$ cat config.mk
export PLATFORM = sky130hd
export DESIGN_NAME = lait_top
export DESIGN_NICKNAME = d
export VERILOG_FILES = /design/src/logic/lait_pkg.sv /design/src/logic/lait_bus_slave.sv /design/src/logic/lait_top.sv
export VERILOG_INCLUDE_DIRS = /design/src /design/src/logic
export SDC_FILE = /design/constraint.sdc
export NUM_CORES = 1
export LEC_CHECK = 0
export BUFFER_PORTS_ARGS = -buffer_cell sky130_fd_sc_hd__buf_2
export CAP_MARGIN = 20
export CORE_ASPECT_RATIO = 0.6
export CORE_MARGIN = 4
export CORE_UTILIZATION = 55
export DETAILED_ROUTE_END_ITERATION = 7
export HOLD_SLACK_MARGIN = 0.12
export PLACE_DENSITY = 0.74
export SLEW_MARGIN = 10
export SYNTH_ARGS = -nofsm -noshare
export SYNTH_HDL_FRONTEND = slang
export SYNTH_HIERARCHICAL = 1
export SYNTH_SLANG_ARGS = --single-unit
export TNS_END_PERCENT = 100
$ cat constraint.sdc
create_clock -name ref_clk -period 4.6 [get_ports ref_clk]
set_input_delay 0.92 -clock ref_clk [delete_from_list [all_inputs] [get_ports ref_clk]]
set_output_delay 0.92 -clock ref_clk [all_outputs]
set_load 0.005 [all_outputs]
$ cat src/logic/lait_consts.svh
`ifndef LAIT_CONSTS_SVH
`define LAIT_CONSTS_SVH

// Clock and conversion oscillator rates
`define LAIT_REF_CLK_KHZ 250000
`define LAIT_FOSC_FULL_KHZ 655
`define LAIT_FOSC_HALF_KHZ 327
`define LAIT_DIV_FULL (`LAIT_REF_CLK_KHZ / `LAIT_FOSC_FULL_KHZ)
`define LAIT_DIV_HALF (`LAIT_REF_CLK_KHZ / `LAIT_FOSC_HALF_KHZ)

// Register offsets
`define LAIT_ADDR_CMD 8'h00
`define LAIT_ADDR_CTRL 8'h01
`define LAIT_ADDR_DATA_LO 8'h04
`define LAIT_ADDR_DATA_HI 8'h05
`define LAIT_ADDR_TMR_LO 8'h06
`define LAIT_ADDR_TMR_HI 8'h07

// Field positions
`define LAIT_CMD_ENABLE 7
`define LAIT_CMD_SYNC 6
`define LAIT_CMD_EXT_TIMING 5
`define LAIT_CMD_MODE_HI 3
`define LAIT_CMD_MODE_LO 2
`define LAIT_CMD_RES_HI 1
`define LAIT_CMD_RES_LO 0
`define LAIT_CTRL_GAIN_HI 3
`define LAIT_CTRL_GAIN_LO 2

// Reset values
`define LAIT_CMD_RESET 8'h00
`define LAIT_CTRL_RESET 8'h00

// Last oscillator cycle of an internal integration, per resolution
`define LAIT_PERIOD_M1_16 16'hFFFF
`define LAIT_PERIOD_M1_12 16'h0FFF
`define LAIT_PERIOD_M1_8 16'h00FF
`define LAIT_PERIOD_M1_4 16'h000F

// Serial bus device address, value arbitrary
`define LAIT_BUS_ADDR 7'h2A

`endif

$ cat src/logic/lait_pkg.sv
package lait_pkg;

    typedef enum logic [1:0] {
        lowest_gain_setting = 2'b00,
        second_gain_setting = 2'b01,
        third_gain_setting = 2'b10,
        highest_gain_setting = 2'b11
    } lait_gain_e;

    typedef enum logic [1:0] {
        lait_res_16 = 2'b00,
        lait_res_12 = 2'b01,
        lait_res_8 = 2'b10,
        lait_res_4 = 2'b11
    } lait_res_e;

    typedef enum logic [1:0] {
        single_diode_mode_a = 2'b00,
        single_diode_mode_b = 2'b01,
        lait_mode_spare = 2'b10,
        dual_diode_sequence_mode = 2'b11
    } lait_dmode_e;

    typedef enum logic [2:0] {
        lait_st_idle = 3'b000,
        lait_st_addr = 3'b001,
        lait_st_ack_a = 3'b010,
        lait_st_wrb = 3'b011,
        lait_st_ack_w = 3'b100,
        lait_st_rdb = 3'b101,
        lait_st_ack_r = 3'b110
    } lait_bus_st_e;

endpackage

$ cat src/logic/lait_bus_slave.sv
`timescale 1ns/10ps
`default_nettype none
`include "lait_consts.svh"

module lait_bus_slave (
    input wire logic clk, // System clock
    input wire logic rst_n, // Synchronised reset, active low
    input wire logic ce, // Clock enable
    input wire logic scl_i, // Serial clock pin
    input wire logic sda_i, // Serial data pin level
    output logic sda_oe, // Pull data line low
    output logic wr_stb, // Register write pulse
    output logic [7:0] wr_addr, // Write offset
    output logic [7:0] wr_data, // Write value
    output logic [7:0] rd_addr, // Read offset
    input wire logic [7:0] rd_data // Read value at rd_addr
);
    import lait_pkg::*;

    logic scl_s1_r, scl_s2_r, scl_d_r, sda_s1_r, sda_s2_r, sda_d_r;
    logic scl_rise, scl_fall, start_c, stop_c;
    lait_bus_st_e state_r;
    logic [3:0] bit_cnt_r;
    logic [7:0] sh_r, tx_r, ptr_r;
    logic rw_r, first_r, nack_r;

    always_ff @(posedge clk or negedge rst_n) begin
        if (!rst_n) begin
            scl_s1_r <= 1'b1;
            scl_s2_r <= 1'b1;
            scl_d_r <= 1'b1;
            sda_s1_r <= 1'b1;
            sda_s2_r <= 1'b1;
            sda_d_r <= 1'b1;
        end else if (ce) begin
            scl_s1_r <= scl_i;
            scl_s2_r <= scl_s1_r;
            scl_d_r <= scl_s2_r;
            sda_s1_r <= sda_i;
            sda_s2_r <= sda_s1_r;
            sda_d_r <= sda_s2_r;
        end
    end

    assign scl_rise = scl_s2_r && !scl_d_r;
    assign scl_fall = !scl_s2_r && scl_d_r;
    assign start_c = scl_s2_r && scl_d_r && sda_d_r && !sda_s2_r;
    assign stop_c = scl_s2_r && scl_d_r && !sda_d_r && sda_s2_r;
    assign rd_addr = ptr_r;

    always_ff @(posedge clk or negedge rst_n) begin
        if (!rst_n) begin
            state_r <= lait_st_idle;
            bit_cnt_r <= 4'h0;
            sh_r <= 8'h00;
            tx_r <= 8'h00;
            ptr_r <= 8'h00;
            rw_r <= 1'b0;
            first_r <= 1'b0;
            nack_r <= 1'b0;
            sda_oe <= 1'b0;
            wr_stb <= 1'b0;
            wr_addr <= 8'h00;
            wr_data <= 8'h00;
        end else if (ce) begin
            wr_stb <= 1'b0;
            if (start_c) begin
                state_r <= lait_st_addr;
                bit_cnt_r <= 4'h0;
                first_r <= 1'b1;
                sda_oe <= 1'b0;
            end else if (stop_c) begin
                state_r <= lait_st_idle;
                sda_oe <= 1'b0;
            end else if (scl_rise) begin
                case (state_r)
                    lait_st_addr, lait_st_wrb: begin
                        sh_r <= {sh_r[6:0], sda_s2_r};
                        bit_cnt_r <= bit_cnt_r + 4'h1;
                    end
                    lait_st_ack_r: nack_r <= sda_s2_r;
                    default: ;
                endcase
            end else if (scl_fall) begin
                case (state_r)
                    lait_st_addr: begin
                        if (bit_cnt_r == 4'h8) begin
                            if (sh_r[7:1] == `LAIT_BUS_ADDR) begin
                                sda_oe <= 1'b1;
                                rw_r <= sh_r[0];
                                state_r <= lait_st_ack_a;
                            end else begin
                                state_r <= lait_st_idle;
                            end
                        end
                    end
                    lait_st_ack_a, lait_st_ack_r: begin
                        if (state_r == lait_st_ack_r && nack_r) begin
                            sda_oe <= 1'b0;
                            state_r <= lait_st_idle;
                        end else if (state_r == lait_st_ack_r || rw_r) begin
                            tx_r <= rd_data;
                            sda_oe <= !rd_data[7];
                            bit_cnt_r <= 4'h1;
                            state_r <= lait_st_rdb;
                        end else begin
                            sda_oe <= 1'b0;
                            bit_cnt_r <= 4'h0;
                            state_r <= lait_st_wrb;
                        end
                    end
                    lait_st_wrb: begin
                        if (bit_cnt_r == 4'h8) begin
                            sda_oe <= 1'b1;
                            state_r <= lait_st_ack_w;
                            if (first_r) begin
                                ptr_r <= sh_r;
                                first_r <= 1'b0;
                            end else begin
                                wr_stb <= 1'b1;
                                wr_addr <= ptr_r;
                                wr_data <= sh_r;
                                ptr_r <= ptr_r + 8'h01;
                            end
                        end
                    end
                    lait_st_ack_w: begin
                        sda_oe <= 1'b0;
                        bit_cnt_r <= 4'h0;
                        state_r <= lait_st_wrb;
                    end
                    lait_st_rdb: begin
                        if (bit_cnt_r == 4'h8) begin
                            sda_oe <= 1'b0;
                            ptr_r <= ptr_r + 8'h01;
                            state_r <= lait_st_ack_r;
                        end else begin
                            tx_r <= {tx_r[6:0], 1'b0};
                            sda_oe <= !tx_r[6];
                            bit_cnt_r <= bit_cnt_r + 4'h1;
                        end
                    end
                    default: state_r <= lait_st_idle;
                endcase
            end
        end
    end

endmodule

`default_nettype wire

$ cat src/logic/lait_top.sv
// Function
// - The conversion oscillator runs at half rate for the two lower gain settings and full rate for the two higher.
// - Bit 5 of the command register at 00h selects external rather than internal integration timing.
// - In internal timing each integration lasts exactly 2^n oscillator cycles, n being 16, 12, 8 or 4 for command bits 1:0 of 0 to 3.
// - In external timing a 1 written to the sync bit ends the running integration and starts a new one.
// - In single-diode external modes the first sync only starts an integration, a later one completes it.
// - In dual-diode sequence mode syncs alternate diode one and diode two, each sync ending the current one.
// - In external timing the oscillator keeps its rate and a 16-bit counter tallies its cycles.
// - At each integration end in external timing the cycle count is captured into timer bytes 06h (low) and 07h (high).
// - The result bytes from 04h are refreshed after every completed integration.
`timescale 1ns/10ps
`default_nettype none
`include "lait_consts.svh"

module lait_top (
    input wire logic ref_clk, // 250 MHz system clock
    input wire logic rst_n, // Asynchronous reset, active low
    input wire logic ce, // Clock enable, freezes all state
    input wire logic scl_i, // Serial clock pin
    input wire logic sda_i, // Serial data pin level
    output logic sda_o, // Serial data drive value
    output logic sda_oe, // Serial data drive enable
    input wire logic adc_pulse, // Modulator count pulse, ref_clk domain
    output logic diode_sel, // 0 diode one, 1 diode two
    output logic integrating, // Integration running
    output logic result_stb // Results refreshed pulse
);
    import lait_pkg::*;

    localparam logic [9:0] DIV_FULL_M1 = 10'(`LAIT_DIV_FULL - 1);
    localparam logic [9:0] DIV_HALF_M1 = 10'(`LAIT_DIV_HALF - 1);

    logic rst_s1_r, rst_sync_n_r;
    logic wr_stb;
    logic [7:0] wr_addr, wr_data, rd_addr, rd_data;
    logic [7:0] cmd_r, ctrl_r;
    logic sync_stb, cfg_change, enable, ext_mode, slow_osc, osc_tick;
    lait_res_e res;
    lait_gain_e gain;
    lait_dmode_e dmode;
    logic [9:0] div_cnt_r, div_last;
    logic [15:0] period_m1, tick_cnt_r, data_cnt_r, data_r, timer_r;
    logic active_r, diode_r, result_r, int_done, ext_done, end_int, start_ext;

    always_ff @(posedge ref_clk or negedge rst_n) begin
        if (!rst_n) begin
            rst_s1_r <= 1'b0;
            rst_sync_n_r <= 1'b0;
        end else if (ce) begin
            rst_s1_r <= 1'b1;
            rst_sync_n_r <= rst_s1_r;
        end
    end

    lait_bus_slave u_bus (
        .clk(ref_clk),
        .rst_n(rst_sync_n_r),
        .ce(ce),
        .scl_i(scl_i),
        .sda_i(sda_i),
        .sda_oe(sda_oe),
        .wr_stb(wr_stb),
        .wr_addr(wr_addr),
        .wr_data(wr_data),
        .rd_addr(rd_addr),
        .rd_data(rd_data)
    );

    assign sda_o = 1'b0;
    assign enable = cmd_r[`LAIT_CMD_ENABLE];
    assign ext_mode = cmd_r[`LAIT_CMD_EXT_TIMING];
    assign res = lait_res_e'(cmd_r[`LAIT_CMD_RES_HI:`LAIT_CMD_RES_LO]);
    assign dmode = lait_dmode_e'(cmd_r[`LAIT_CMD_MODE_HI:`LAIT_CMD_MODE_LO]);
    assign gain = lait_gain_e'(ctrl_r[`LAIT_CTRL_GAIN_HI:`LAIT_CTRL_GAIN_LO]);
    assign sync_stb = wr_stb && wr_addr == `LAIT_ADDR_CMD && wr_data[`LAIT_CMD_SYNC];

    // Sync bit is a trigger and never stored
    always_ff @(posedge ref_clk or negedge rst_sync_n_r) begin
        if (!rst_sync_n_r) begin
            cmd_r <= `LAIT_CMD_RESET;
            ctrl_r <= `LAIT_CTRL_RESET;
        end else if (ce && wr_stb) begin
            if (wr_addr == `LAIT_ADDR_CMD) begin
                cmd_r <= wr_data;
                cmd_r[`LAIT_CMD_SYNC] <= 1'b0;
            end
            if (wr_addr == `LAIT_ADDR_CTRL) begin
                ctrl_r <= wr_data;
            end
        end
    end

    always_comb begin
        cfg_change = 1'b0;
        if (wr_stb && wr_addr == `LAIT_ADDR_CMD) begin
            if (wr_data[`LAIT_CMD_ENABLE] != cmd_r[`LAIT_CMD_ENABLE] ||
                wr_data[`LAIT_CMD_EXT_TIMING] != cmd_r[`LAIT_CMD_EXT_TIMING] ||
                wr_data[`LAIT_CMD_MODE_HI:`LAIT_CMD_RES_LO] != cmd_r[`LAIT_CMD_MODE_HI:`LAIT_CMD_RES_LO]) begin
                cfg_change = 1'b1;
            end
        end
        if (wr_stb && wr_addr == `LAIT_ADDR_CTRL &&
            wr_data[`LAIT_CTRL_GAIN_HI:`LAIT_CTRL_GAIN_LO] != ctrl_r[`LAIT_CTRL_GAIN_HI:`LAIT_CTRL_GAIN_LO]) begin
            cfg_change = 1'b1;
        end
    end

    assign slow_osc = gain == lowest_gain_setting || gain == second_gain_setting;
    assign div_last = slow_osc ? DIV_HALF_M1 : DIV_FULL_M1;
    assign osc_tick = div_cnt_r == div_last;

    always_ff @(posedge ref_clk or negedge rst_sync_n_r) begin
        if (!rst_sync_n_r) begin
            div_cnt_r <= 10'h000;
        end else if (ce) begin
            if (cfg_change || osc_tick) begin
                div_cnt_r <= 10'h000;
            end else begin
                div_cnt_r <= div_cnt_r + 10'h001;
            end
        end
    end

    always_comb begin
        case (res)
            lait_res_16: period_m1 = `LAIT_PERIOD_M1_16;
            lait_res_12: period_m1 = `LAIT_PERIOD_M1_12;
            lait_res_8: period_m1 = `LAIT_PERIOD_M1_8;
            lait_res_4: period_m1 = `LAIT_PERIOD_M1_4;
            default: period_m1 = `LAIT_PERIOD_M1_16;
        endcase
    end

    assign int_done = active_r && !ext_mode && osc_tick && tick_cnt_r == period_m1;
    assign ext_done = active_r && ext_mode && sync_stb;
    assign end_int = (int_done || ext_done) && !cfg_change;
    assign start_ext = !active_r && enable && ext_mode && sync_stb && !cfg_change;

    always_ff @(posedge ref_clk or negedge rst_sync_n_r) begin
        if (!rst_sync_n_r) begin
            active_r <= 1'b0;
        end else if (ce) begin
            if (!enable || cfg_change) begin
                active_r <= 1'b0;
            end else if (!ext_mode || start_ext) begin
                active_r <= 1'b1;
            end
        end
    end

    // counter wraps if host spaces syncs too far
    always_ff @(posedge ref_clk or negedge rst_sync_n_r) begin
        if (!rst_sync_n_r) begin
            tick_cnt_r <= 16'h0000;
            data_cnt_r <= 16'h0000;
        end else if (ce) begin
            if (cfg_change || !active_r || end_int) begin
                tick_cnt_r <= 16'h0000;
                data_cnt_r <= 16'h0000;
            end else begin
                if (osc_tick) begin
                    tick_cnt_r <= tick_cnt_r + 16'h0001;
                end
                if (adc_pulse && data_cnt_r != 16'hFFFF) begin
                    data_cnt_r <= data_cnt_r + 16'h0001;
                end
            end
        end
    end

    always_ff @(posedge ref_clk or negedge rst_sync_n_r) begin
        if (!rst_sync_n_r) begin
            data_r <= 16'h0000;
            timer_r <= 16'h0000;
            result_r <= 1'b0;
        end else if (ce) begin
            result_r <= end_int;
            if (end_int) begin
                data_r <= data_cnt_r;
                if (ext_mode) begin
                    timer_r <= tick_cnt_r;
                end
            end
        end
    end

    always_ff @(posedge ref_clk or negedge rst_sync_n_r) begin
        if (!rst_sync_n_r) begin
            diode_r <= 1'b0;
        end else if (ce) begin
            if (dmode != dual_diode_sequence_mode) begin
                diode_r <= dmode == single_diode_mode_b;
            end else if (cfg_change || !active_r) begin
                diode_r <= 1'b0;
            end else if (end_int) begin
                diode_r <= !diode_r;
            end
        end
    end

    assign diode_sel = diode_r;
    assign integrating = active_r;
    assign result_stb = result_r;

    always_comb begin
        case (rd_addr)
            `LAIT_ADDR_CMD: rd_data = cmd_r;
            `LAIT_ADDR_CTRL: rd_data = ctrl_r;
            `LAIT_ADDR_DATA_LO: rd_data = data_r[7:0];
            `LAIT_ADDR_DATA_HI: rd_data = data_r[15:8];
            `LAIT_ADDR_TMR_LO: rd_data = timer_r[7:0];
            `LAIT_ADDR_TMR_HI: rd_data = timer_r[15:8];
            default: rd_data = 8'h00;
        endcase
    end

    // Helper: cycles since last oscillator tick
    logic [9:0] gap_r;
    logic gap_ok_r;
    always_ff @(posedge ref_clk or negedge rst_sync_n_r) begin
        if (!rst_sync_n_r) begin
            gap_r <= 10'h000;
            gap_ok_r <= 1'b0;
        end else if (ce) begin
            if (cfg_change) begin
                gap_r <= 10'h000;
                gap_ok_r <= 1'b0;
            end else if (osc_tick) begin
                gap_r <= 10'h000;
                gap_ok_r <= 1'b1;
            end else begin
                gap_r <= gap_r + 10'h001;
            end
        end
    end
endmodule

`default_nettype wire

* After elaboration in Yosys (flattened, before gate mapping)
Cells that the tools add are included.
** Word-level totals
- Register bits :: 151
- Latch bits :: 0
- Memory bits (writable) :: 0
- ROM bits :: 0
- Input bits :: 6
- Output and inout bits :: 5
- Word-level logic and storage cells :: 231
- Memories kept :: 0
** Cells by class
- Add/subtract/negate cells :: 5
- $mul :: 0
- Divide/modulo/power cells :: 0
- Magnitude comparators :: 0
- Equal/unequal tests :: 42
- Shift-type cells :: 0
- Multiplexer cells :: 68
- Bitwise operators :: 4
- Reductions and logical operators :: 82
** Operators by type and width (count)
- $mux W16 :: 4
- $pmux W16 S4 :: 1
- $pmux W8 S6 :: 1
- $add A16 B1 Y16 const B :: 2
- $eq A8 B3 Y1 const B :: 4
- $mux W1 :: 32
- $mux W4 :: 7
- $mux W3 :: 9
- $logic_and A1 B1 Y1 :: 24
- $mux W8 :: 3
- $reduce_and A8 Y1 :: 3
- $mux W7 :: 3
- $mux W10 :: 2
- $eq A16 B16 Y1 :: 1
- $eq A8 B1 Y1 const B :: 2
- $logic_not A8 Y1 :: 2
- $ne A16 B16 Y1 const B :: 1
- $ne A4 B1 Y1 const B :: 4
- $pmux W8 S2 :: 1
- $reduce_bool A2 Y1 :: 8
- $pmux W3 S5 :: 1
- $pmux W7 S2 :: 1
- $reduce_and A2 Y1 :: 7
- $reduce_and A7 Y1 :: 2
- other kinds (33) :: 76

* Logic depth before layout (Yosys ltp)
Gate-level depths: netlist (run 1).
- Depth after elaboration :: 11
- Gate-level depth with buffers :: 9
- Depth with buffers taken out :: 9

* Cells and area by module
Netlist (run 1), hierarchy kept.
** Modules (own cells, without submodules)
- lait_top :: times used 1, cells an instance 462, area an instance 5023.6 sq um, seq. area each 2352.3 sq um
- lait_bus_slave :: times used 1, cells an instance 285, area an instance 3010.4 sq um, seq. area each 1433.9 sq um

* Worst setup path before layout (run 1)
No wires, ideal clock.
- Path type :: flip-flop to flip-flop
- Start :: reg rst_sync_n_r (netlist name)
- End :: reg rst_sync_n_r
- Setup time :: 90 ps
- Arrival :: 4053 ps
- Data required time :: 4510 ps
- Path slack :: 457 ps
- Cell stages (with the launch flop) :: 2
- Buffers on the path :: 0
- Period minus slack after synthesis :: 4143 ps
- Cells stage by stage :: dfrtp_1 mux2_2
** RTL lines
- end signal: assignment :: RTL line lait_top.sv:51 : rst_sync_n_r <= rst_s1_r;
- end: declaration :: RTL line lait_top.sv:33 : logic rst_s1_r, rst_sync_n_r;

* Worst setup path in the final report (run 1)
- Start :: reg u_bus.wr_addr[1]
- End :: reg data_r[1]
** Between the ends
- Word-level cells in the longest chain between the ends :: 7
- Elaborated cells between the ends (all ways) :: 13
- Those cells by class :: 1 x eq/ne; 2 x mux; 10 x reduce/logical
** RTL lines
- start: declaration :: RTL line lait_bus_slave.sv:13 : output logic [7:0] wr_addr,
- start signal: assignment :: RTL line lait_bus_slave.sv:121 : wr_addr <= ptr_r;
- $logic_not A8 Y1 (no line) / $eq A8 B1 Y1 (equally long branches)
- $logic_and A1 B1 Y1 (no line)
- $mux W1, or another cell as far along :: RTL line lait_top.sv:95 : if (wr_stb && wr_addr == `LAIT_ADDR_CMD) begin
- $mux W1 / $logic_and A1 B1 Y1 (equally long branches) :: RTL line lait_top.sv:102, lait_top.sv:135
- $logic_not A1 Y1 / $logic_or A1 B1 Y1 (equally long branches) :: RTL line lait_top.sv:136 : assign end_int = (int_done || ext_done) && !cfg_change;
- $logic_and A1 B1 Y1 (*) :: RTL line lait_top.sv:136
- $reduce_and A2 Y1 (no line) (*)
- end signal: assignment :: RTL line lait_top.sv:179 : data_r <= data_cnt_r;
- end: declaration :: RTL line lait_top.sv:42 : logic [15:0] period_m1, tick_cnt_r, data_cnt_r, data_r, timer_r;
Every way passes the cells marked *; elsewhere a longest branch is shown, timed or not.
A chain may end at the register's enable or synchronous reset.

==> results of run 1 <==
[area by class of cell]
cell class	count	area share
clock buffers	24	0.0527
multi-input cells	540	0.452
well taps	192	0.0274
clock inverters	8	0.0144
flip-flops and latches	151	0.432
inverters	24	0.0103
repair buffers	14	0.0109
[where the power goes]
group	total, W	switching (W)	internal (W)
Clock	0.00141	0.000544	0.000868
Sequential	0.00166	0.000211	0.00145
Combinational	0.000654	0.000395	0.000259
Total	0.00373	0.00115	0.00258
[metrics by stage]
step	hold slack, ns	util	instance area (sq um)
floorplan	0.431	-	8030
global placement	0.193	0.586	8180
detailed placement	0.200	0.586	8180
CTS	0.200	0.628	8760
global route	0.219	0.628	8760
finish	0.197	0.628	8760
[routing by layer]
metal | track usage | vias up | share of wire
met3 | 0.0740 | 26 | 0.095
met4 | 0.0638 | 0 | 0.0097
met1 | 0.389 | 3111 | 0.48
met2 | 0.346 | 273 | 0.41
met5 | 0 | - | 0
li1 | - | 2794 | -
[worst max path at each step]
stage,startpoint,cells past startpoint,end
finish,u_bus/wr_addr[1]$_DFFE_PN0P_,5,data_r[1]$_DFFE_PN0P_
floorplan,rst_sync_n_r$_DFFE_PN0P_,0,cmd_r[0]$_DFFE_PN0P_
global route,u_bus/wr_addr[1]$_DFFE_PN0P_,5,data_r[4]$_DFFE_PN0P_
detailed placement,ctrl_r[3]$_DFFE_PN0P_,6,data_r[4]$_DFFE_PN0P_
CTS,ctrl_r[3]$_DFFE_PN0P_,6,data_r[1]$_DFFE_PN0P_
global placement,ctrl_r[3]$_DFFE_PN0P_,6,data_r[2]$_DFFE_PN0P_
[cells by family after synthesis]
kind of cell,after synthesis,share of synthesized area
compound gates,160,0.146
xor+xnor,13,0.0142
fa+ha+maj,9,0.0140
buf+inv,56,0.0358
flops,151,0.471
mux,100,0.148
other cells,1,0.000467
simple gates,257,0.170
[placed cells by master, fill, tap and decap left out, drive strengths merged, types with 12 or more instances in the layout]
cell    instances
dfrtp         145
mux2           94
nand2          77
o21ai          41
nand3          40
nor2           33
a21oi          26
inv            24
clkbuf         24
nand4          19
a22oi          15
nor3           15
buf            14
a22o           12
[state kept, by name, summed over array words and instances, names as in the netlist, 3 cells and up]
name	flops
cmd_r	7
ctrl_r	8
data_cnt_r	16
data_r	16
div_cnt_r	10
tick_cnt_r	16
timer_r	16
u_bus/bit_cnt_r	4
u_bus/rd_addr	8
u_bus/sh_r	8
u_bus/state_r	3
u_bus/tx_r	7
u_bus/wr_addr	8
u_bus/wr_data	8
==> reports/results.tsv, run 1 <==
metric	value	unit
Die H	102	microns
Synth top area share	0.452	
leakage	3.92	nW
cts repair resizes	0	
cell count after synthesis	747	
RR Startpoint	u_bus/wr_addr[1]$_DFFE_PN0P_	
RSZ-0062 raised after global routing	false	
period utilization	0.742	
I/O Pins	11	
DIE AREA	0.0167	sq mm
Mapped Area	0.00803	sq mm
Final Wtd Congestion	0.890	
number of cells on the worst reg-to-reg path	5	
number of synthesized flops with an enable pin	0	
final cell count without fillers	953	
Routed Antenna Nets	0	
Synth Flop Type	dfrtp_1	
Synth warnings	6	
FF/Latch Area	0.00379	sq mm
starting density of the core	0.576	
multi-input logic area	0.00396	sq mm
Overall Global Routing Usage	0.252	
cell taking the most area after synthesis	dfrtp_1	
#FFs+latches synth	151	
most common cell in the netlist	dfrtp_1	
DR iter-0 viols	745	
Synthesized Nets	762	
final wirelength	20.0	mm
status	finished, final reports clean	
Max Root-Sink Buffers	2	
pwr/cell area	425	mW/mm^2
# diodes	0	
CTS Sinks	151	
Seq/Total Area, Yosys	0.471	
CTS Buf Count	17	
PortBufs	9	
Startpoint Class	flop	
RR Endpoint	data_r[1]$_DFFE_PN0P_	
Final Hold Fails	0	
share of layout cells above drive strength 1	0.202	
Final WS setup	1.18	ns
initial antenna violation count	0	
data required time of the worst path	4.90	ns
core area	0.0140	sq mm
Min-Delay Path Class	flop to asynchronous set/reset pin	
worst-case vdd ir drop	0.000231	V
Synth cell types	77	
root buffer cell	clkbuf_16	
placement row count	33	
setup_tns	0	ns
# fillers	1101	
first-pass GRT wire length	32.6	mm
MaxCap Viol Count	0	
worst-path fanout max	17	
Post-CTS Hold Buffers	0	
CP max-delay cell	nor4_1	
Max stage delay on crit path	0.95	ns
Inst Count DP	921	
largest net degree at the start of global routing	135	
TritonRoute pass-1 iters	6	
WL per Instance	21.0	microns
Synth area leaders	dfrtp_1 45%, mux2_2 10%, nand2_1 3.6%	
Worst Setup Path Type	flop to flop	
vias in the first global route	5994	
Power Total	0.00373	W
crit path time final	3.42	ns
worst slew pin tran	1.12	ns
vias	6204	
CP top delay family	simple AND/OR/NAND/NOR gates	
DRC Markers	0	
remaining global-route overflow	0	
via/cell ratio	6.51	
worst slack, placed	1.31	ns
CP Cell Sequence	nor4_1 -> nand3_1 -> o21ai_4 -> and3_1 -> mux2_2	
top cells by count, synth	145 x dfrtp_1, 77 x nand2_1, 74 x mux2_2, 40 x nand3_1, 36 x o21ai_0	
area grow syn2layout	9.08	%
post-CTS setup buffer count	0	
DIE WIDTH	164	microns
Avg Cell Area, Syn	10.8	sq um
fin. max-slew vios	0	
worst skew pair latency	0.42	ns
FF-to-FF setup slack	1.18	ns
CP endpoint kind	flop	
CTS tree	built	
clk slew on worst S/H paths	0.06	ns
Clock Skew	0.0114	ns
asr flop ratio synth	1.00	
Buffers & Inverters on Critical Path	0	
H-Tree Depth	4	
post-DP HPWL	13.7	mm
Worst Path Arrival	3.72	ns
Final nets	763	
Slew headroom	0.249	
final setup fails	0	
FMAX	0.293	GHz
No activity file was read; power rests on OpenSTA's default activity.
==> inputs of run 2 (changes only) <==
==> constraint.sdc (replaced) <==
create_clock -name ref_clk -period 3 [get_ports ref_clk]
set_input_delay 0.6 -clock ref_clk [delete_from_list [all_inputs] [get_ports ref_clk]]
set_output_delay 0.6 -clock ref_clk [all_outputs]
set_load 0.005 [all_outputs]
==> run 2 against run 1 <==
- combinational power up 57%
- hold slack better by 0.21 ns
- clock power up 45%
- clock skew about the same
- power up 51%
- critical path depth up 1
- utilization up 1.2 points
- die area unchanged
- via count down 0.60%
- first-iteration DRC count down 33%
- sequential share of layout area down 0.81 points
- critical path type unchanged
==> reports/results.tsv, run 2 (synthesized netlist as in run 1, its figures left out) <==
metric	value	unit
status	finished, final reports clean	
sequential power share	0.451	
worst-case vdd ir drop	0.000363	V
final wirelength	19.7	mm
Max stage delay on crit path	0.66	ns
FF-to-FF setup slack	0.13	ns
final setup fails	0	
worst skew pair latency	0.42	ns
period utilization	0.958	
crit path time final	2.87	ns
first-pass GRT wire length	32.6	mm
area grow syn2layout	11.2	%
DRC Markers	0	
pwr/cell area	629	mW/mm^2
Routed Antenna Nets	0	
Overall Global Routing Usage	0.251	
WL per Instance	20.1	microns
data required time of the worst path	3.28	ns
core area	0.0140	sq mm
DIE WIDTH	164	microns
Post-CTS Hold Buffers	1	
TritonRoute pass-1 iters	5	
vias in the first global route	5976	
most frequent cells in the layout	144 x dfrtp_1, 77 x nand2_1, 74 x mux2_2	
leakage	4.03	nW
via/cell ratio	6.31	
RR Startpoint	div_cnt_r[0]$_DFFE_PN0P_	
Logic pwr share	0.184	
share of layout cells above drive strength 1	0.234	
CP Cell Sequence	nand4b_1 -> or4b_1 -> a2111o_1 -> o2111a_1 -> nor2_1 -> o21ai_0	
remaining global-route overflow	0	
setup_tns	0	ns
# diodes	0	
fin. max-slew vios	0	
Max Root-Sink Buffers	2	
Startpoint Class	flop	
clk slew on worst S/H paths	0.07	ns
Slew headroom	0.459	
leading cell type in the layout, fill and taps excluded	dfrtp_1	
final design utilization	0.640	
post-CTS setup buffer count	0	
worst slew pin tran	0.812	ns
largest net degree at the start of global routing	61	
cts repair resizes	0	
RSZ-0062 raised after global routing	false	
number of cells on the worst reg-to-reg path	6	
root buffer cell	clkbuf_16	
DP Area	0.00836	sq mm
Net Sw Frac	0.333	
Die H	102	microns
worst-path fanout max	12	
Worst Setup Path Type	flop to flop	
FMAX	0.348	GHz
post-DP HPWL	14.1	mm
starting density of the core	0.576	
Final Hold Fails	0	
Clock Skew	0.0111	ns
H-Tree Depth	4	
CP max-delay cell	a2111o_1	
DIE AREA	0.0167	sq mm
MaxCap Viol Count	0	
Final Wtd Congestion	0.959	
RR Endpoint	data_cnt_r[11]$_DFFE_PN0P_	
PortBufs	9	
CTS Sinks	151	
Switching Power	0.00187	W
I/O Pins	11	
clock power share	0.365	
Min-Delay Path Class	flop to asynchronous set/reset pin	
placement row count	33	
Final nets	788	
vias	6167	
initial antenna violation count	0	
hold_ws	0.409	ns
Worst Path Arrival	3.15	ns
Post-Layout Inst Area	0.00893	sq mm
DR iter-0 viols	500	
CTS Buf Count	17	
CTS tree	built	
internal power	0.00375	W
CP endpoint kind	flop	
run 2: changes by cell type in the layout (fill, tap and decap cells not counted), sizes merged:
| cell | previous run | this run |
|---|---|---|
| inv | 24 | 32 |
| bufinv | 3 | 0 |
| clkinv | 2 | 3 |
| clkinvlp | 3 | 4 |
| clkbuf | 24 | 17 |
| dlygate4sd3 | 0 | 1 |
| buf | 14 | 38 |
run 2: metrics by stage:
step | instances | total power, W | setup WS, ns
finish | 978 | 0.00561 | 0.126
floorplan | 747 | 0.00324 | 0.399
global placement | 945 | 0.00350 | 0.270
global route | 978 | 0.00587 | 0.00450
detailed placement | 945 | 0.00357 | 0.207
CTS | 978 | 0.00562 | 0.174
run 2: worst max-delay path: cells and delay by family (launching register included):
family	cells	cell delay, ns
and+or+nand+nor	3	0.97
DFF	1	0.43
AOI/OAI and AO/OA	3	1.32
run 2: layout make-up:
type | instances | area (sq um)
inverter | 24 | 90.1
fill | 1124 | 5030
clock buffer | 17 | 425
sequential | 151 | 3790
timing repair buffer | 39 | 285
tap | 192 | 240
multi-input combinational | 540 | 3960
clock inverter | 15 | 139
run 2: worst max path at each step:
stage / start / end / depth (start not counted)
4_1_cts: div_cnt_r[0]$_DFFE_PN0P_ / data_r[3]$_DFFE_PN0P_ / 7
5_1_grt: tick_cnt_r[10]$_DFFE_PN0P_ / data_cnt_r[11]$_DFFE_PN0P_ / 6
3_5_place_dp: div_cnt_r[0]$_DFFE_PN0P_ / data_cnt_r[11]$_DFFE_PN0P_ / 6
3_3_place_gp: ctrl_r[3]$_DFFE_PN0P_ / data_r[2]$_DFFE_PN0P_ / 7
6_report: div_cnt_r[0]$_DFFE_PN0P_ / data_cnt_r[11]$_DFFE_PN0P_ / 6
2_1_floorplan: ctrl_r[3]$_DFFE_PN0P_ / data_r[10]$_DFFE_PN0P_ / 9
run 2: per-layer routing:
metal / routed length (microns) / up-vias / share of wire / GRT usage
met5: 0 / - / 0 / 0
met4: 149 / 0 / 0.0076 / 0.0664
met3: 1390 / 17 / 0.070 / 0.0553
met2: 8530 / 230 / 0.43 / 0.356
met1: 9640 / 3085 / 0.49 / 0.389
li1: - / 2835 / - / -
run 2: power groups by stage:
stage | clock, W | sequential, W | combinational, W
6_report | 0.00205 | 0.00253 | 0.00103
5_1_grt | 0.00217 | 0.00256 | 0.00114
4_1_cts | 0.00208 | 0.00252 | 0.00102
2_1_floorplan | 0 | 0.00240 | 0.000844
3_5_place_dp | 0 | 0.00256 | 0.00102
3_3_place_gp | 0 | 0.00254 | 0.000966
==> inputs of run 3 (changes only) <==
--- a/config.mk
+++ b/config.mk
@@ -6,6 +6,7 @@
 export SDC_FILE = /design/constraint.sdc
 export NUM_CORES = 1
 export LEC_CHECK = 0
+export ABC_AREA = 1
 export BUFFER_PORTS_ARGS = -buffer_cell sky130_fd_sc_hd__buf_2
 export CAP_MARGIN = 20
 export CORE_ASPECT_RATIO = 0.6
@@ -13,6 +14,7 @@
 export CORE_UTILIZATION = 55
 export DETAILED_ROUTE_END_ITERATION = 7
 export HOLD_SLACK_MARGIN = 0.12
+export MAX_ROUTING_LAYER = met4
 export PLACE_DENSITY = 0.74
 export SLEW_MARGIN = 10
 export SYNTH_ARGS = -nofsm -noshare
==> run 3 against run 2 <==
- global-route usage fell by 0.55 points
- via count grew 20%
- die area grew 7.4%
- sequential power down 11%
- non-clock buffer count fell by 22
- final cell count up 39%
- setup slack improved by 0.56 ns
- clock skew barely moved
- cell area increased by 6.0%
- flip-flop and latch count unchanged
- utilization is 2.6 points lower
- hold slack got worse by 0.10 ns
- largest cell class unchanged
- largest power group is now clock
- highest routed layer unchanged
==> reports/results.tsv, run 3 <==
metric	value	unit
cell count after synthesis	1143	
area grow syn2layout	9.12	%
Synthesized Nets	1158	
vias in the first global route	6662	
RR Startpoint	tick_cnt_r[0]$_DFFE_PN0P_	
crit path time final	2.32	ns
Final nets	1158	
MaxCap Viol Count	0	
most frequent cells in the layout	344 x nand2_1, 144 x dfrtp_1, 136 x inv_1	
Synth warnings	6	
H-Tree Depth	4	
Inst Count DP	1326	
period utilization	0.773	
largest net degree at the start of global routing	85	
first-pass GRT wire length	34.0	mm
Synth area leaders	dfrtp_1 42%, nand2_1 15%, inv_1 5.9%	
leakage	4.65	nW
DR iter-0 viols	778	
GR Util met1	0.387	
placement row count	35	
setup_tns	0	ns
CTS Buf Count	17	
post-DP HPWL	15.0	mm
top cells by count, synth	344 x nand2_1, 145 x dfrtp_1, 136 x inv_1, 86 x nor2_1, 80 x nand3_1	
Synth cell types	43	
DIE AREA	0.0179	sq mm
WL per Instance	15.4	microns
final cell count without fillers	1359	
Post-Layout Inst Area	0.00946	sq mm
CP max-delay cell	nand2_2	
#FFs+latches synth	151	
via/cell ratio	5.43	
DP Area	0.00880	sq mm
leading cell type in the layout, fill and taps excluded	nand2_1	
Seq/Total Area, Yosys	0.437	
final setup fails	0	
FMAX	0.431	GHz
Max stage delay on crit path	0.43	ns
global routing met3 resource utilization	0.0573	
most common cell in the netlist	nand2_1	
Synth Flop Type	dfrtp_1	
DRC Markers	0	
status	finished, final reports clean	
Final Wtd Congestion	0.958	
Final Hold Fails	0	
data required time of the worst path	3.29	ns
CTS tree	built	
share of layout cells above drive strength 1	0.122	
RR Endpoint	data_r[4]$_DFFE_PN0P_	
Worst Path Arrival	2.61	ns
clk slew on worst S/H paths	0.07	ns
Slew headroom	0.417	
I/O Pins	11	
CP endpoint kind	flop	
DIE WIDTH	170	microns
starting density of the core	0.563	
fin. max-slew vios	0	
Clock Skew	0.0107	ns
Min-Delay Path Class	flop to asynchronous set/reset pin	
CP endpoint	data_r[4]$_DFFE_PN0P_	
Worst Setup Path Type	flop to flop	
root buffer cell	clkbuf_16	
# diodes	0	
worst slew pin tran	0.868	ns
Startpoint Class	flop	
cts repair resizes	0	
number of cells on the worst reg-to-reg path	12	
Routed Antenna Nets	0	
Max Root-Sink Buffers	2	
FF-to-FF setup slack	0.68	ns
post-CTS setup buffer count	0	
Overall Global Routing Usage	0.245	
remaining global-route overflow	0	
vias	7383	
initial antenna violation count	0	
TritonRoute pass-1 iters	5	
final wirelength	20.9	mm
cell taking the most area after synthesis	dfrtp_1	
crit path from	tick_cnt_r[0]$_DFFE_PN0P_	
worst-path fanout max	31	
RSZ-0062 raised after global routing	false	
GRT met2 Usage	0.322	
CTS Sinks	151	
GR peak layer	met1	
Die H	105	microns
CP Cell Sequence	ha_1 -> nand2_2 -> nor2_4 -> nand2_1 -> nor2_1 -> nand2_1 -> nor2_2 -> nand2_2 -> o21ai_4 -> nand2_2 -> nand2_1 -> o21ai_2	
number of synthesized flops with an enable pin	0	
Mapped Area	0.00867	sq mm
pwr/cell area	547	mW/mm^2
core area	0.0154	sq mm
PortBufs	9	
worst-case vdd ir drop	0.000410	V
asr flop ratio synth	1.00	
Synth top area share	0.418	
Avg Cell Area, Syn	7.59	sq um
worst skew pair latency	0.43	ns
## run 3: metal layers
layer,vias up,part of all wire
met5,-,0
met4,0,0.0072
met3,13,0.075
met2,218,0.41
met1,3501,0.51
li1,3651,-
## run 3: layout make-up
| type | count | area [sq um] |
|---|---|---|
| Clock inverter | 14 | 213 |
| Fill cell | 1301 | 5950 |
| Clock buffer | 18 | 439 |
| Tap cell | 203 | 254 |
| Sequential cell | 151 | 3790 |
| Inverter | 152 | 571 |
| Multi-Input combinational cell | 804 | 4080 |
| Timing Repair Buffer | 17 | 120 |
## run 3: how the worst min path moves through the flow
stage                                  start                  endpoint  slack (ns)  depth (start not counted)
floorplan                              rst_n      rst_s1_r$_DFFE_PN0P_        0.30                          0
global placement    rst_sync_n_r$_DFFE_PN0P_  div_cnt_r[1]$_DFFE_PN0P_        0.32                          0
detailed placement  rst_sync_n_r$_DFFE_PN0P_  div_cnt_r[0]$_DFFE_PN0P_        0.32                          0
CTS                 rst_sync_n_r$_DFFE_PN0P_  div_cnt_r[9]$_DFFE_PN0P_        0.33                          0
global route        rst_sync_n_r$_DFFE_PN0P_  div_cnt_r[0]$_DFFE_PN0P_        0.35                          0
finish              rst_sync_n_r$_DFFE_PN0P_  div_cnt_r[0]$_DFFE_PN0P_        0.31                          0
## run 3: what timing repair did
item,CTS,global route
endpoints found under the hold margin,2,0
endpoints found under the setup margin,0,0
hold buffers,1,0
## run 3: through the flow
| step | worst slack [ns] | utilization | power [W] | hold slack [ns] |
|---|---|---|---|---|
| 5_1_grt | 0.434 | 0.614 | 0.00539 | 0.351 |
| 3_5_place_dp | 0.740 | 0.571 | 0.00283 | 0.319 |
| 3_3_place_gp | 0.815 | 0.571 | 0.00281 | 0.320 |
| 2_1_floorplan | 0.491 | - | 0.00268 | 0.304 |
| 4_1_cts | 0.693 | 0.614 | 0.00522 | 0.329 |
| 6_report | 0.682 | 0.614 | 0.00518 | 0.309 |
## run 3: worst max-delay path: cells and delay by family, from the launching register on
| family | cells | cell delay, ns |
|---|---|---|
| DFF | 1 | 0.39 |
| and+or+nand+nor | 9 | 1.38 |
| adders and majority gates | 1 | 0.22 |
| AOI/OAI and AO/OA | 2 | 0.19 |
## run 3: report_power, final
part / total (W) / leakage [nW] / internal, W / switching, W
Sequential: 0.00226 / 2.04 / 0.00215 / 0.000112
Combinational: 0.000539 / 2.29 / 0.000167 / 0.000372
Clock: 0.00238 / 0.314 / 0.00144 / 0.000934
Total: 0.00518 / 4.65 / 0.00376 / 0.00142
## run 3: kinds of logic after synthesis
family / count (synthesis) / share of synthesized area
adders and majority gates: 9 / 0.0130
DFF: 151 / 0.437
muxes: 7 / 0.00822
and+or+nand+nor: 620 / 0.321
other: 1 / 0.000432
AOI/OAI and AO/OA: 136 / 0.0965
buffers and inverters: 188 / 0.0933
xor gates and xnor gates: 31 / 0.0313
